`src/inc/gport_pkg.sv`:
```
// package of shared constants and types for the graphics port arbiter pair
// How it works
// - no low-priority read grant while buffer full
// - master accepts grant coinciding with buffer full
// - withhold low-priority read grants until full deasserts
// - other grant types unaffected by buffer full
// - counter increments only on write grants
// - counter decrements on each sampled write irdy
// - write grant plus irdy holds counter
// - no write grant while counter at three
// - registered irdy would raise limit to four
// - target uses live controls; arbiter may register
// - master drives irdy two clocks after grant
// - master tolerates four queued grants
// - next grant waits for read last phase
// - target idles one clock write to read
// - master idles one clock read to write
// - only data bus turns around, not controls
// - master never remembers an earlier 111 grant
// - master asserts frame the clock after 111 grant
// - master drops request on final transaction
// - master holds request off three clocks after stop
// - master starts request within two clocks
// - no bus or parity error reporting
`default_nettype none
package gport_pkg;
    // grant type status codes
    typedef enum logic [2:0] {
        GT_LP_READ  = 3'b000,
        GT_HP_READ  = 3'b001,
        GT_LP_WRITE = 3'b010,
        GT_HP_WRITE = 3'b011,
        GT_START    = 3'b111
    } grant_type_t;
    localparam logic [2:0] WR_LIMIT       = 3'h3; // live irdy limit
    localparam logic [2:0] WR_LIMIT_REG   = 3'h4; // registered irdy limit
    localparam logic [2:0] CNT_RESET      = 3'h0;
    localparam logic [1:0] IRDY_DELAY     = 2'h2; // grant to irdy clocks
    localparam logic [1:0] START_WINDOW   = 2'h2; // request start within
    localparam logic [1:0] REQ_BACKOFF    = 2'h2; // req off after stop
    localparam logic [3:0] LEN_W          = 4'h4; // phase length width
    localparam bit         USE_REG_IRDY   = 1'b0; // arbiter samples live irdy
endpackage : gport_pkg
`default_nettype wire

```
`src/inc/gport_if.sv`:
```
// interface joining arbiter and graphics master, active-low pins as _n
`default_nettype none
interface gport_if;
    logic       gnt_n;
    logic [2:0] grant_type_status;
    logic       lp_read_buffer_full_n;
    logic       irdy_n;
    logic       req_n;
    logic       frame_n;
    logic       stop_n;
    logic       ad_oe_tgt;
    logic       ad_oe_mst;
    modport arbiter (output gnt_n, output grant_type_status, output stop_n,
                     output ad_oe_tgt, input lp_read_buffer_full_n,
                     input irdy_n, input req_n, input frame_n);
    modport master (input gnt_n, input grant_type_status, input stop_n,
                    input ad_oe_tgt, output lp_read_buffer_full_n,
                    output irdy_n, output req_n, output frame_n,
                    output ad_oe_mst);
endinterface : gport_if
`default_nettype wire

```
`src/rtl/gport_arbiter.sv`:
```
// arbiter end: grant scheduling, buffer-full hold-off, write grant counter
`default_nettype none
module gport_arbiter (
    input  wire logic        clk_sys,
    input  wire logic        rst,
    gport_if.arbiter         bus,
    input  wire logic        lp_rd_pend,
    input  wire logic        hp_rd_pend,
    input  wire logic        wr_pend,
    input  wire logic [3:0]  rd_len,
    input  wire logic        retry,
    output logic [2:0]       wr_outstanding
);
    typedef enum logic [1:0] {
        ST_IDLE = 2'b00,
        ST_READ = 2'b01,
        ST_TURN = 2'b10
    } arb_state_t;

    arb_state_t  state_q;
    logic        gnt_q;
    logic [2:0]  gtype_q;
    logic [2:0]  wcnt_q;
    logic [3:0]  rd_left_q;
    logic        last_wr_q;
    logic        ad_oe_q;
    logic        stop_q;
    logic        irdy_s;
    logic        irdy_reg_q;
    logic [2:0]  limit;
    logic        rbf;
    logic        may_grant;
    logic        gnt_wr, gnt_lp, gnt_hp, gnt_st;

    // ************************************************
    // grant decision
    // ************************************************
    always_ff @(posedge clk_sys) begin
        if (rst) irdy_reg_q <= 1'b0;
        else     irdy_reg_q <= ~bus.irdy_n;
    end
    // live irdy by default; registered copy needs one more slot
    assign irdy_s = gport_pkg::USE_REG_IRDY ? irdy_reg_q : ~bus.irdy_n;
    assign limit  = gport_pkg::USE_REG_IRDY ? gport_pkg::WR_LIMIT_REG
                                            : gport_pkg::WR_LIMIT;
    assign rbf    = ~bus.lp_read_buffer_full_n;
    // next grant only in idle or read last phase
    assign may_grant = (state_q == ST_IDLE) ||
                       (state_q == ST_READ && rd_left_q <= 4'h1);
    always_comb begin
        gnt_hp = may_grant && hp_rd_pend;
        gnt_wr = may_grant && !gnt_hp && wr_pend && wcnt_q < limit;
        gnt_lp = may_grant && !gnt_hp && !gnt_wr && lp_rd_pend && !rbf;
        gnt_st = may_grant && !gnt_hp && !gnt_wr && !gnt_lp && !bus.req_n
                 && !stop_q;
    end

    always_ff @(posedge clk_sys) begin
        if (rst) begin
            gnt_q   <= 1'b0;
            gtype_q <= gport_pkg::GT_START;
        end else begin
            gnt_q   <= gnt_hp | gnt_wr | gnt_lp | gnt_st;
            gtype_q <= gnt_hp ? gport_pkg::GT_HP_READ :
                       gnt_wr ? gport_pkg::GT_LP_WRITE :
                       gnt_lp ? gport_pkg::GT_LP_READ : gport_pkg::GT_START;
        end
    end

    // ************************************************
    // write grant counter
    // ************************************************
    always_ff @(posedge clk_sys) begin
        if (rst) begin
            wcnt_q <= gport_pkg::CNT_RESET;
        end else if (gnt_wr && !irdy_s) begin
            wcnt_q <= wcnt_q + 3'h1;
        end else if (!gnt_wr && irdy_s && wcnt_q != 3'h0) begin
            wcnt_q <= wcnt_q - 3'h1;
        end // grant with irdy holds
    end
    always_ff @(posedge clk_sys) begin
        if (rst) wr_outstanding <= 3'h0;
        else     wr_outstanding <= wcnt_q;
    end

    // ************************************************
    // read phase tracking and turnaround
    // ************************************************
    always_ff @(posedge clk_sys) begin
        if (rst) begin
            state_q   <= ST_IDLE;
            rd_left_q <= 4'h0;
            last_wr_q <= 1'b0;
            ad_oe_q   <= 1'b0;
        end else begin
            unique case (state_q)
                ST_IDLE, ST_READ: begin
                    if (gnt_hp || gnt_lp) begin
                        if (last_wr_q || irdy_s) begin
                            state_q <= ST_TURN;
                            ad_oe_q <= 1'b0;
                        end else begin
                            state_q <= ST_READ;
                            ad_oe_q <= 1'b1;
                        end
                        rd_left_q <= rd_len;
                        last_wr_q <= 1'b0;
                    end else begin
                        if (gnt_wr) last_wr_q <= 1'b1;
                        if (rd_left_q > 4'h1) rd_left_q <= rd_left_q - 4'h1;
                        else begin
                            state_q <= ST_IDLE;
                            ad_oe_q <= 1'b0;
                        end
                    end
                end
                ST_TURN: begin
                    // one idle on data bus only; grant keeps its owner
                    state_q <= ST_READ;
                    ad_oe_q <= 1'b1;
                end
                default: state_q <= ST_IDLE;
            endcase
        end
    end

    always_ff @(posedge clk_sys) begin
        if (rst) stop_q <= 1'b0;
        else     stop_q <= retry & ~bus.frame_n;
    end

    assign bus.gnt_n             = ~gnt_q;
    assign bus.grant_type_status = gtype_q;
    assign bus.ad_oe_tgt         = ad_oe_q;
    assign bus.stop_n            = ~stop_q;
    // no parity or error reporting
endmodule : gport_arbiter
`default_nettype wire

```
`src/flat_wrapper.sv`:
```
// flat-port wrapper written by rule: the top's interface ports become plain ports
module gport_arbiter_flat 
  (clk_sys, rst, lp_rd_pend, hp_rd_pend, wr_pend, rd_len, retry, wr_outstanding, bus_gnt_n, bus_grant_type_status, bus_stop_n, bus_ad_oe_tgt, bus_lp_read_buffer_full_n, bus_irdy_n, bus_req_n, bus_frame_n);
  gport_if bus_i ();
  input  wire logic clk_sys;
  input  wire logic rst;
  input  wire logic lp_rd_pend;
  input  wire logic hp_rd_pend;
  input  wire logic wr_pend;
  input  wire logic [3:0] rd_len;
  input  wire logic retry;
  output logic [2:0] wr_outstanding;
  output wire logic [$bits(bus_i.gnt_n)-1:0] bus_gnt_n;
  output wire logic [$bits(bus_i.grant_type_status)-1:0] bus_grant_type_status;
  output wire logic [$bits(bus_i.stop_n)-1:0] bus_stop_n;
  output wire logic [$bits(bus_i.ad_oe_tgt)-1:0] bus_ad_oe_tgt;
  input wire logic [$bits(bus_i.lp_read_buffer_full_n)-1:0] bus_lp_read_buffer_full_n;
  input wire logic [$bits(bus_i.irdy_n)-1:0] bus_irdy_n;
  input wire logic [$bits(bus_i.req_n)-1:0] bus_req_n;
  input wire logic [$bits(bus_i.frame_n)-1:0] bus_frame_n;
  assign bus_gnt_n = bus_i.gnt_n;
  assign bus_grant_type_status = bus_i.grant_type_status;
  assign bus_stop_n = bus_i.stop_n;
  assign bus_ad_oe_tgt = bus_i.ad_oe_tgt;
  assign bus_i.lp_read_buffer_full_n = bus_lp_read_buffer_full_n;
  assign bus_i.irdy_n = bus_irdy_n;
  assign bus_i.req_n = bus_req_n;
  assign bus_i.frame_n = bus_frame_n;
  gport_arbiter u_core (.clk_sys(clk_sys), .rst(rst), .bus(bus_i), .lp_rd_pend(lp_rd_pend), .hp_rd_pend(hp_rd_pend), .wr_pend(wr_pend), .rd_len(rd_len), .retry(retry), .wr_outstanding(wr_outstanding));
endmodule
```
`config.mk`:
```
export PLATFORM = sky130hd
export DESIGN_NAME = gport_arbiter_flat
export DESIGN_NICKNAME = d
export VERILOG_FILES = /design/src/inc/gport_pkg.sv /design/src/inc/gport_if.sv /design/src/rtl/gport_arbiter.sv /design/src/flat_wrapper.sv
export SDC_FILE = /design/constraint.sdc
export NUM_CORES = 1
export LEC_CHECK = 0
export BUFFER_PORTS_ARGS = -buffer_cell sky130_fd_sc_hd__buf_2
export CORE_MARGIN = 3
export CORE_UTILIZATION = 46
export CTS_BUF_LIST = sky130_fd_sc_hd__clkbuf_8 sky130_fd_sc_hd__clkbuf_16
export CTS_CLUSTER_DIAMETER = 40
export CTS_CLUSTER_SIZE = 28
export DETAILED_ROUTE_END_ITERATION = 7
export PLACE_DENSITY = 0.73
export SETUP_SLACK_MARGIN = 0.5
export SYNTH_ARGS = -nofsm -noshare
export SYNTH_HDL_FRONTEND = slang
export SYNTH_SLANG_ARGS = --single-unit
```
`constraint.sdc`:
```
create_clock -name clk_sys -period 2.2 [get_ports clk_sys]
set_clock_uncertainty 0.1 [all_clocks]
set_input_delay 0.11 -clock clk_sys [delete_from_list [all_inputs] [get_ports clk_sys]]
set_output_delay 0.11 -clock clk_sys [all_outputs]
set_load 0.005 [all_outputs]
```
After elaboration in Yosys (flattened, before gate mapping)
Cells that the tools add are included.
Operators by class
  add/subtract/negate cells: 3
  $mul: 0
  divide/modulo/power cells: 0
  $lt $le $gt $ge: 3
  equality and inequality tests: 3
  shifts and indexed selects: 0
  muxes and demuxes: 17
  bitwise gates (word level): 8
  reduce and logical (&&, ||, !) cells: 33
Operators by type and width (number)
  two-way mux 3 bit: 5
  logical AND 1 bit: 14
  two-way mux 4 bit: 2
  nonzero test 2 bit: 4
  two-way mux 2 bit: 3
  AND reduction 2 bit: 3
  zero test 1 bit: 5
  two-way mux 1 bit: 5
  > comparator 4 x 1 -> 1 bit, second input constant: 1
  less-or-equal comparator 4 x 1 -> 1 bit, second input constant: 1
  inverter 1 bit: 4
  case mux 2 bit (2 select lines): 1
  OR reduction 2 bit: 2
  subtractor 4 x 1 -> 4 bit, second input constant: 1
  adder 3 x 1 -> 3 bit, second input constant: 1
  logical OR 1 bit: 3
  < comparator 3 x 2 -> 1 bit, second input constant: 1
  != test 3 x 2 -> 1 bit, second input constant: 1
  OR 1 bit: 3
  nonzero test 3 bit: 1
  subtractor 3 x 1 -> 3 bit, second input constant: 1
  equality test 2 x 1 -> 1 bit, second input constant: 1
  equality test 2 bit, second input constant: 1
  zero test 2 bit: 1
  other kinds (2): 2
Word-level totals
  register bits after elaboration: 19
  latch bits: 0
  bits in writable memories: 0
  memory bits (read-only): 0
  bits of input ports: 14
  memories: 0

Logic depth before layout (Yosys ltp)
  depth in word-level cells: 17
  mapped depth: 10

Worst setup path before layout
No wires, ideal clock.
  path kind: register to register
  start: reg u_core.rd_left_q[0]
  end: reg u_core.wcnt_q[2]
  library setup time: 0.074 ns
  arrival: 2.039 ns
  required time: 2.026 ns
  path slack: -0.014 ns
  cell stages (with the launch flop): 11
  buffers on the path: 0
  period minus slack after synthesis: 2.214 ns
  cells stage by stage: dfxtp_1 inv_1 ha_1 nor2_1 o31ai_4 and2_2 inv_1 fa_1 nor3_1 o211ai_1 a31oi_1
On the way
  word-level cells in the longest chain between the ends: 12
Ends and longest elaborated chain
  start, declared: RTL line gport_arbiter.sv:24  | logic [3:0] rd_left_q;
  start signal, assigned: RTL line gport_arbiter.sv:107  | rd_left_q <= rd_len;
  start signal, assigned: RTL line gport_arbiter.sv:111  | if (rd_left_q > 4'h1) rd_left_q <= rd_left_q - 4'h1;
  less-or-equal comparator 4 x 1 -> 1 bit (*): RTL line gport_arbiter.sv:49  | (state_q == ST_READ && rd_left_q <= 4'h1);
  logical AND 1 bit (*): RTL line gport_arbiter.sv:49
  logical OR 1 bit (*): RTL line gport_arbiter.sv:48  | assign may_grant = (state_q == ST_IDLE) ||
  logical AND 1 bit: RTL line gport_arbiter.sv:51  | gnt_hp = may_grant && hp_rd_pend;
  zero test 1 bit: RTL line gport_arbiter.sv:52  | gnt_wr = may_grant && !gnt_hp && wr_pend && wcnt_q < limit;
  logical AND 1 bit (*) (3 in series): RTL line gport_arbiter.sv:52
  zero test 1 bit: RTL line gport_arbiter.sv:78  | end else if (!gnt_wr && irdy_s && wcnt_q != 3'h0) begin
  logical AND 1 bit (2 in series): RTL line gport_arbiter.sv:78
  nonzero test 2 bit (no source line)
  end signal, assigned: RTL line gport_arbiter.sv:75  | wcnt_q <= gport_pkg::CNT_RESET;
  end signal, assigned: RTL line gport_arbiter.sv:77  | wcnt_q <= wcnt_q + 3'h1;
  end signal, assigned: RTL line gport_arbiter.sv:79  | wcnt_q <= wcnt_q - 3'h1;
  end, declared: RTL line gport_arbiter.sv:23  | logic [2:0] wcnt_q;
Every way passes the cells marked *; elsewhere a longest branch is shown, timed or not.
A chain may end at the register's enable or synchronous reset.

Worst setup path after layout
  start: reg u_core.rd_left_q[0]
  end: reg u_core.wcnt_q[1]
The elaborated chain is that of the path after synthesis.

==> results.md <==
* CTS tree: built
* Rel. slew slack at 77.25%
* Initial DRC count at 9
* Cts bufs inserted at 3
* Worst Max-Slew Pin Slew at 0.3412 ns
* Chip Width at 50.68 µm
* Largest family of logic cells by synthesized area: compound AO/OA/AOI/OAI gates
* Syn nets at 118
* Peak VDD IR at 0.5637 mV
* Main synth FF type: dfxtp_1
* First-pass GRT wire length at 3532 µm
* Final HPWL DP at 1415 µm
* Cell row count at 15
* Worst setup path class: flop to flop
* Layout area overhead at 42.51%
* Total of max-cap violations at 0
* Simple-Gate Fraction of Synth Area at 22.75%
* PwrDens at 915.1 mW/mm²
* Setup WS pre-CTS at 0.1995 ns
* Fmax at 497.6 MHz
* Tot GR Track Use at 18.44%
* Port buffer count at 22
* Largest net degree at the start of global routing at 19
* Final net count at 160
* Setup TNS at 0 ns
* Worst setup margin at 0.1902 ns
* Netlist cell types at 36
* FF-to-FF setup slack at 0.19 ns
* Fillers at 128
* Ys async rst share at 0%
* Slew Viols, Final at 0
* HP Class: primary input to flop
* Leak Pwr at 0.5591 nW
* # setup viols final at 0
* Initial Util at 50.97%
* Final Power at 1.198 mW
* DP Cell Count at 147
* Post-Syn Area at 918.4 µm²
* Clock period minus worst slack at 2.010 ns
* Synth Area in Compound Gates at 23.43%
* Number of hold violations in the final report at 0
* DR pass1 iterations at 5
* Post-synth EDFFs at 0
* Placer Congestion at 0.8510
* CP endpoint kind: flop
* DRC viols at 0
* Final cell count without fillers at 167
* Die Span Y at 50.68 µm
* Vias in the first global route at 815
* Die area at 0.002568 mm²
* Core area at 0.001802 mm²
* Detail Route Antenna Nets at 0
* Synth top area share at 41.42%
* Startpoint Class: flop
* Critical Path AT at 2.09 ns
* Layout cell share with drive strength beyond 1 at 46.48%
* Htree depth at 1
* Initial antenna violation count at 0
* Clk slew on worst S/H paths at 0.07 ns
* Warnings, synthesis at 0
* Post-synthesis mux area share at 2.180%
* Status: complete, no violations
* CTS max path bufs at 2
* Avg WL per Cell at 13.43 µm
* Critical path data required time at 2.28 ns
* Skew-Pair Late Insertion Delay at 0.26 ns
* Register area share after synthesis at 41.42%
* DR vias at 872
* Post-Syn Instances at 101
* Tcrit/Tclk final at 91.35%
* IO Count at 23
* Adder-cell share of the synthesized area at 4.905%
* RSZ-0062 raised after global routing: true
* Worst-path fanout max at 3
* WL final at 2242 µm
* #FFs+latches synth at 19
* Final Util at 72.64%
* Area contributors post-synth: dfxtp_1 (41%), nor2_1 (4.5%), a211oi_1 (4.1%)
* Synth Area in XOR/XNOR at 1.907%
* DR vias/cell at 5.222
* Root Buffer: clkbuf_8
* Antenna diodes at 0
* Clock Sink Count at 19
* Syn Area/Cell at 9.093 µm²
* Synth area leader: dfxtp_1
* Grt total ovfl at 0
-- registers in the layout, indices dropped and copies added (netlist names) --
| name | flops |
|---|---|
| u_core.bus.ad_oe_tgt | 1 |
| u_core.bus.grant_type_status | 3 |
| u_core.gnt_q | 1 |
| u_core.last_wr_q | 1 |
| u_core.rd_left_q | 4 |
| u_core.state_q | 2 |
| u_core.stop_q | 1 |
| u_core.wcnt_q | 3 |
| u_core.wr_outstanding | 3 |
-- critical path, stage by stage (launching register included) --
cell and delay, ns:
dfxtp_4 0.36, inv_2 0.07, ha_4 0.15, nor2_4 0.05
o31ai_4 0.22, and2_4 0.20, inv_4 0.04, fa_2 0.52
o21ai_1 0.06, a21oi_1 0.16
-- layout by cell type (no fill, tap or decap), drive strengths merged, types with 2 or more instances in the layout --
master,count
a211oi,5
a21o,3
a21oi,4
a31oi,2
and2,2
buf,37
clkbuf,3
dfxtp,19
dlygate4sd3,2
ha,2
inv,6
mux2i,2
nand2,8
nand3,2
nor2,11
nor2b,5
nor3,6
nor3b,2
o211ai,2
o21ai,5
-- kinds of logic after synthesis --
kind of cell             Yosys count
buffers and inverters              8
flip-flops                        19
XOR/XNOR                           2
multiplexers                       2
AND/OR/NAND/NOR                   40
adder cells (fa/ha/maj)            3
AO/OA/AOI/OAI                     27
-- power by group --
group	total, mW	switching [mW]	internal, mW
combinational	0.488	0.219	0.269
clock	0.243	0.117	0.126
sequential	0.466	0.0611	0.405
-- through the flow --
step                      area (µm²)  hold slack (ns)
after floorplan                960.9          0.08580
after global placement          1101           0.1721
after detailed placement        1101           0.1853
after CTS                       1260          0.01229
after global routing            1309          0.02050
final                           1309          0.01264
-- worst paths after layout --
check,start,end,cells past startpoint
hold / removal,retry,u_core.stop_q$_SDFF_PP0_,2
hold reg to reg,u_core.last_wr_q$_SDFFE_PP0P_,u_core.last_wr_q$_SDFFE_PP0P_,2
setup / recovery,u_core.rd_left_q[0]$_SDFFE_PP0P_,u_core.wcnt_q[1]$_SDFFE_PP0P_,9
setup reg to reg,u_core.rd_left_q[0]$_SDFFE_PP0P_,u_core.wcnt_q[1]$_SDFFE_PP0P_,9
-- routing by layer --
| layer | share of wire, % | vias to the layer above | wire [µm] | GRT usage, % |
|---|---|---|---|---|
| met4 | 2.7 | 0 | 61 | 11.21 |
| met3 | 3.4 | 7 | 77 | 2.671 |
| met1 | 42 | 399 | 945 | 20.58 |
| met5 | 0 | - | 0 | 0 |
| met2 | 52 | 28 | 1158 | 32.61 |
| li1 | - | 438 | - | - |
-- Yosys cell counts, types with 2 or more instances --
cell / n
dfxtp_1: 19
nand3_1: 2
a21o_2: 2
and2_2: 2
a31oi_1: 2
nor3b_1: 2
nor2_1: 11
nor2b_1: 5
o21ai_0: 5
nand2_1: 8
inv_1: 6
a21oi_1: 3
ha_1: 2
nor3_1: 5
a211oi_1: 5
mux2i_1: 2
-- repair_timing --
| item | CTS | global route |
|---|---|---|
| hold buffers | 2 | 0 |
| endpoints found under the hold margin | 2 | 0 |
| pin swaps | 6 | 5 |
| gates resized for setup | 4 | 11 |
| setup endpoints to repair | 4 | 13 |
| setup buffers | 11 | 3 |
-- area by class of cell --
type                    instances  area [µm²]  area share [%]
multi-input cells              74       558.0           42.64
flip-flops and latches         19       387.9           29.64
repair buffers                 39       257.7           19.69
clock buffers                   3       41.29           3.155
well taps                      25       31.28           2.390
inverters                       6       27.53           2.103
clock inverters                 1       5.005          0.3824
(Power assumes the default switching activity.)
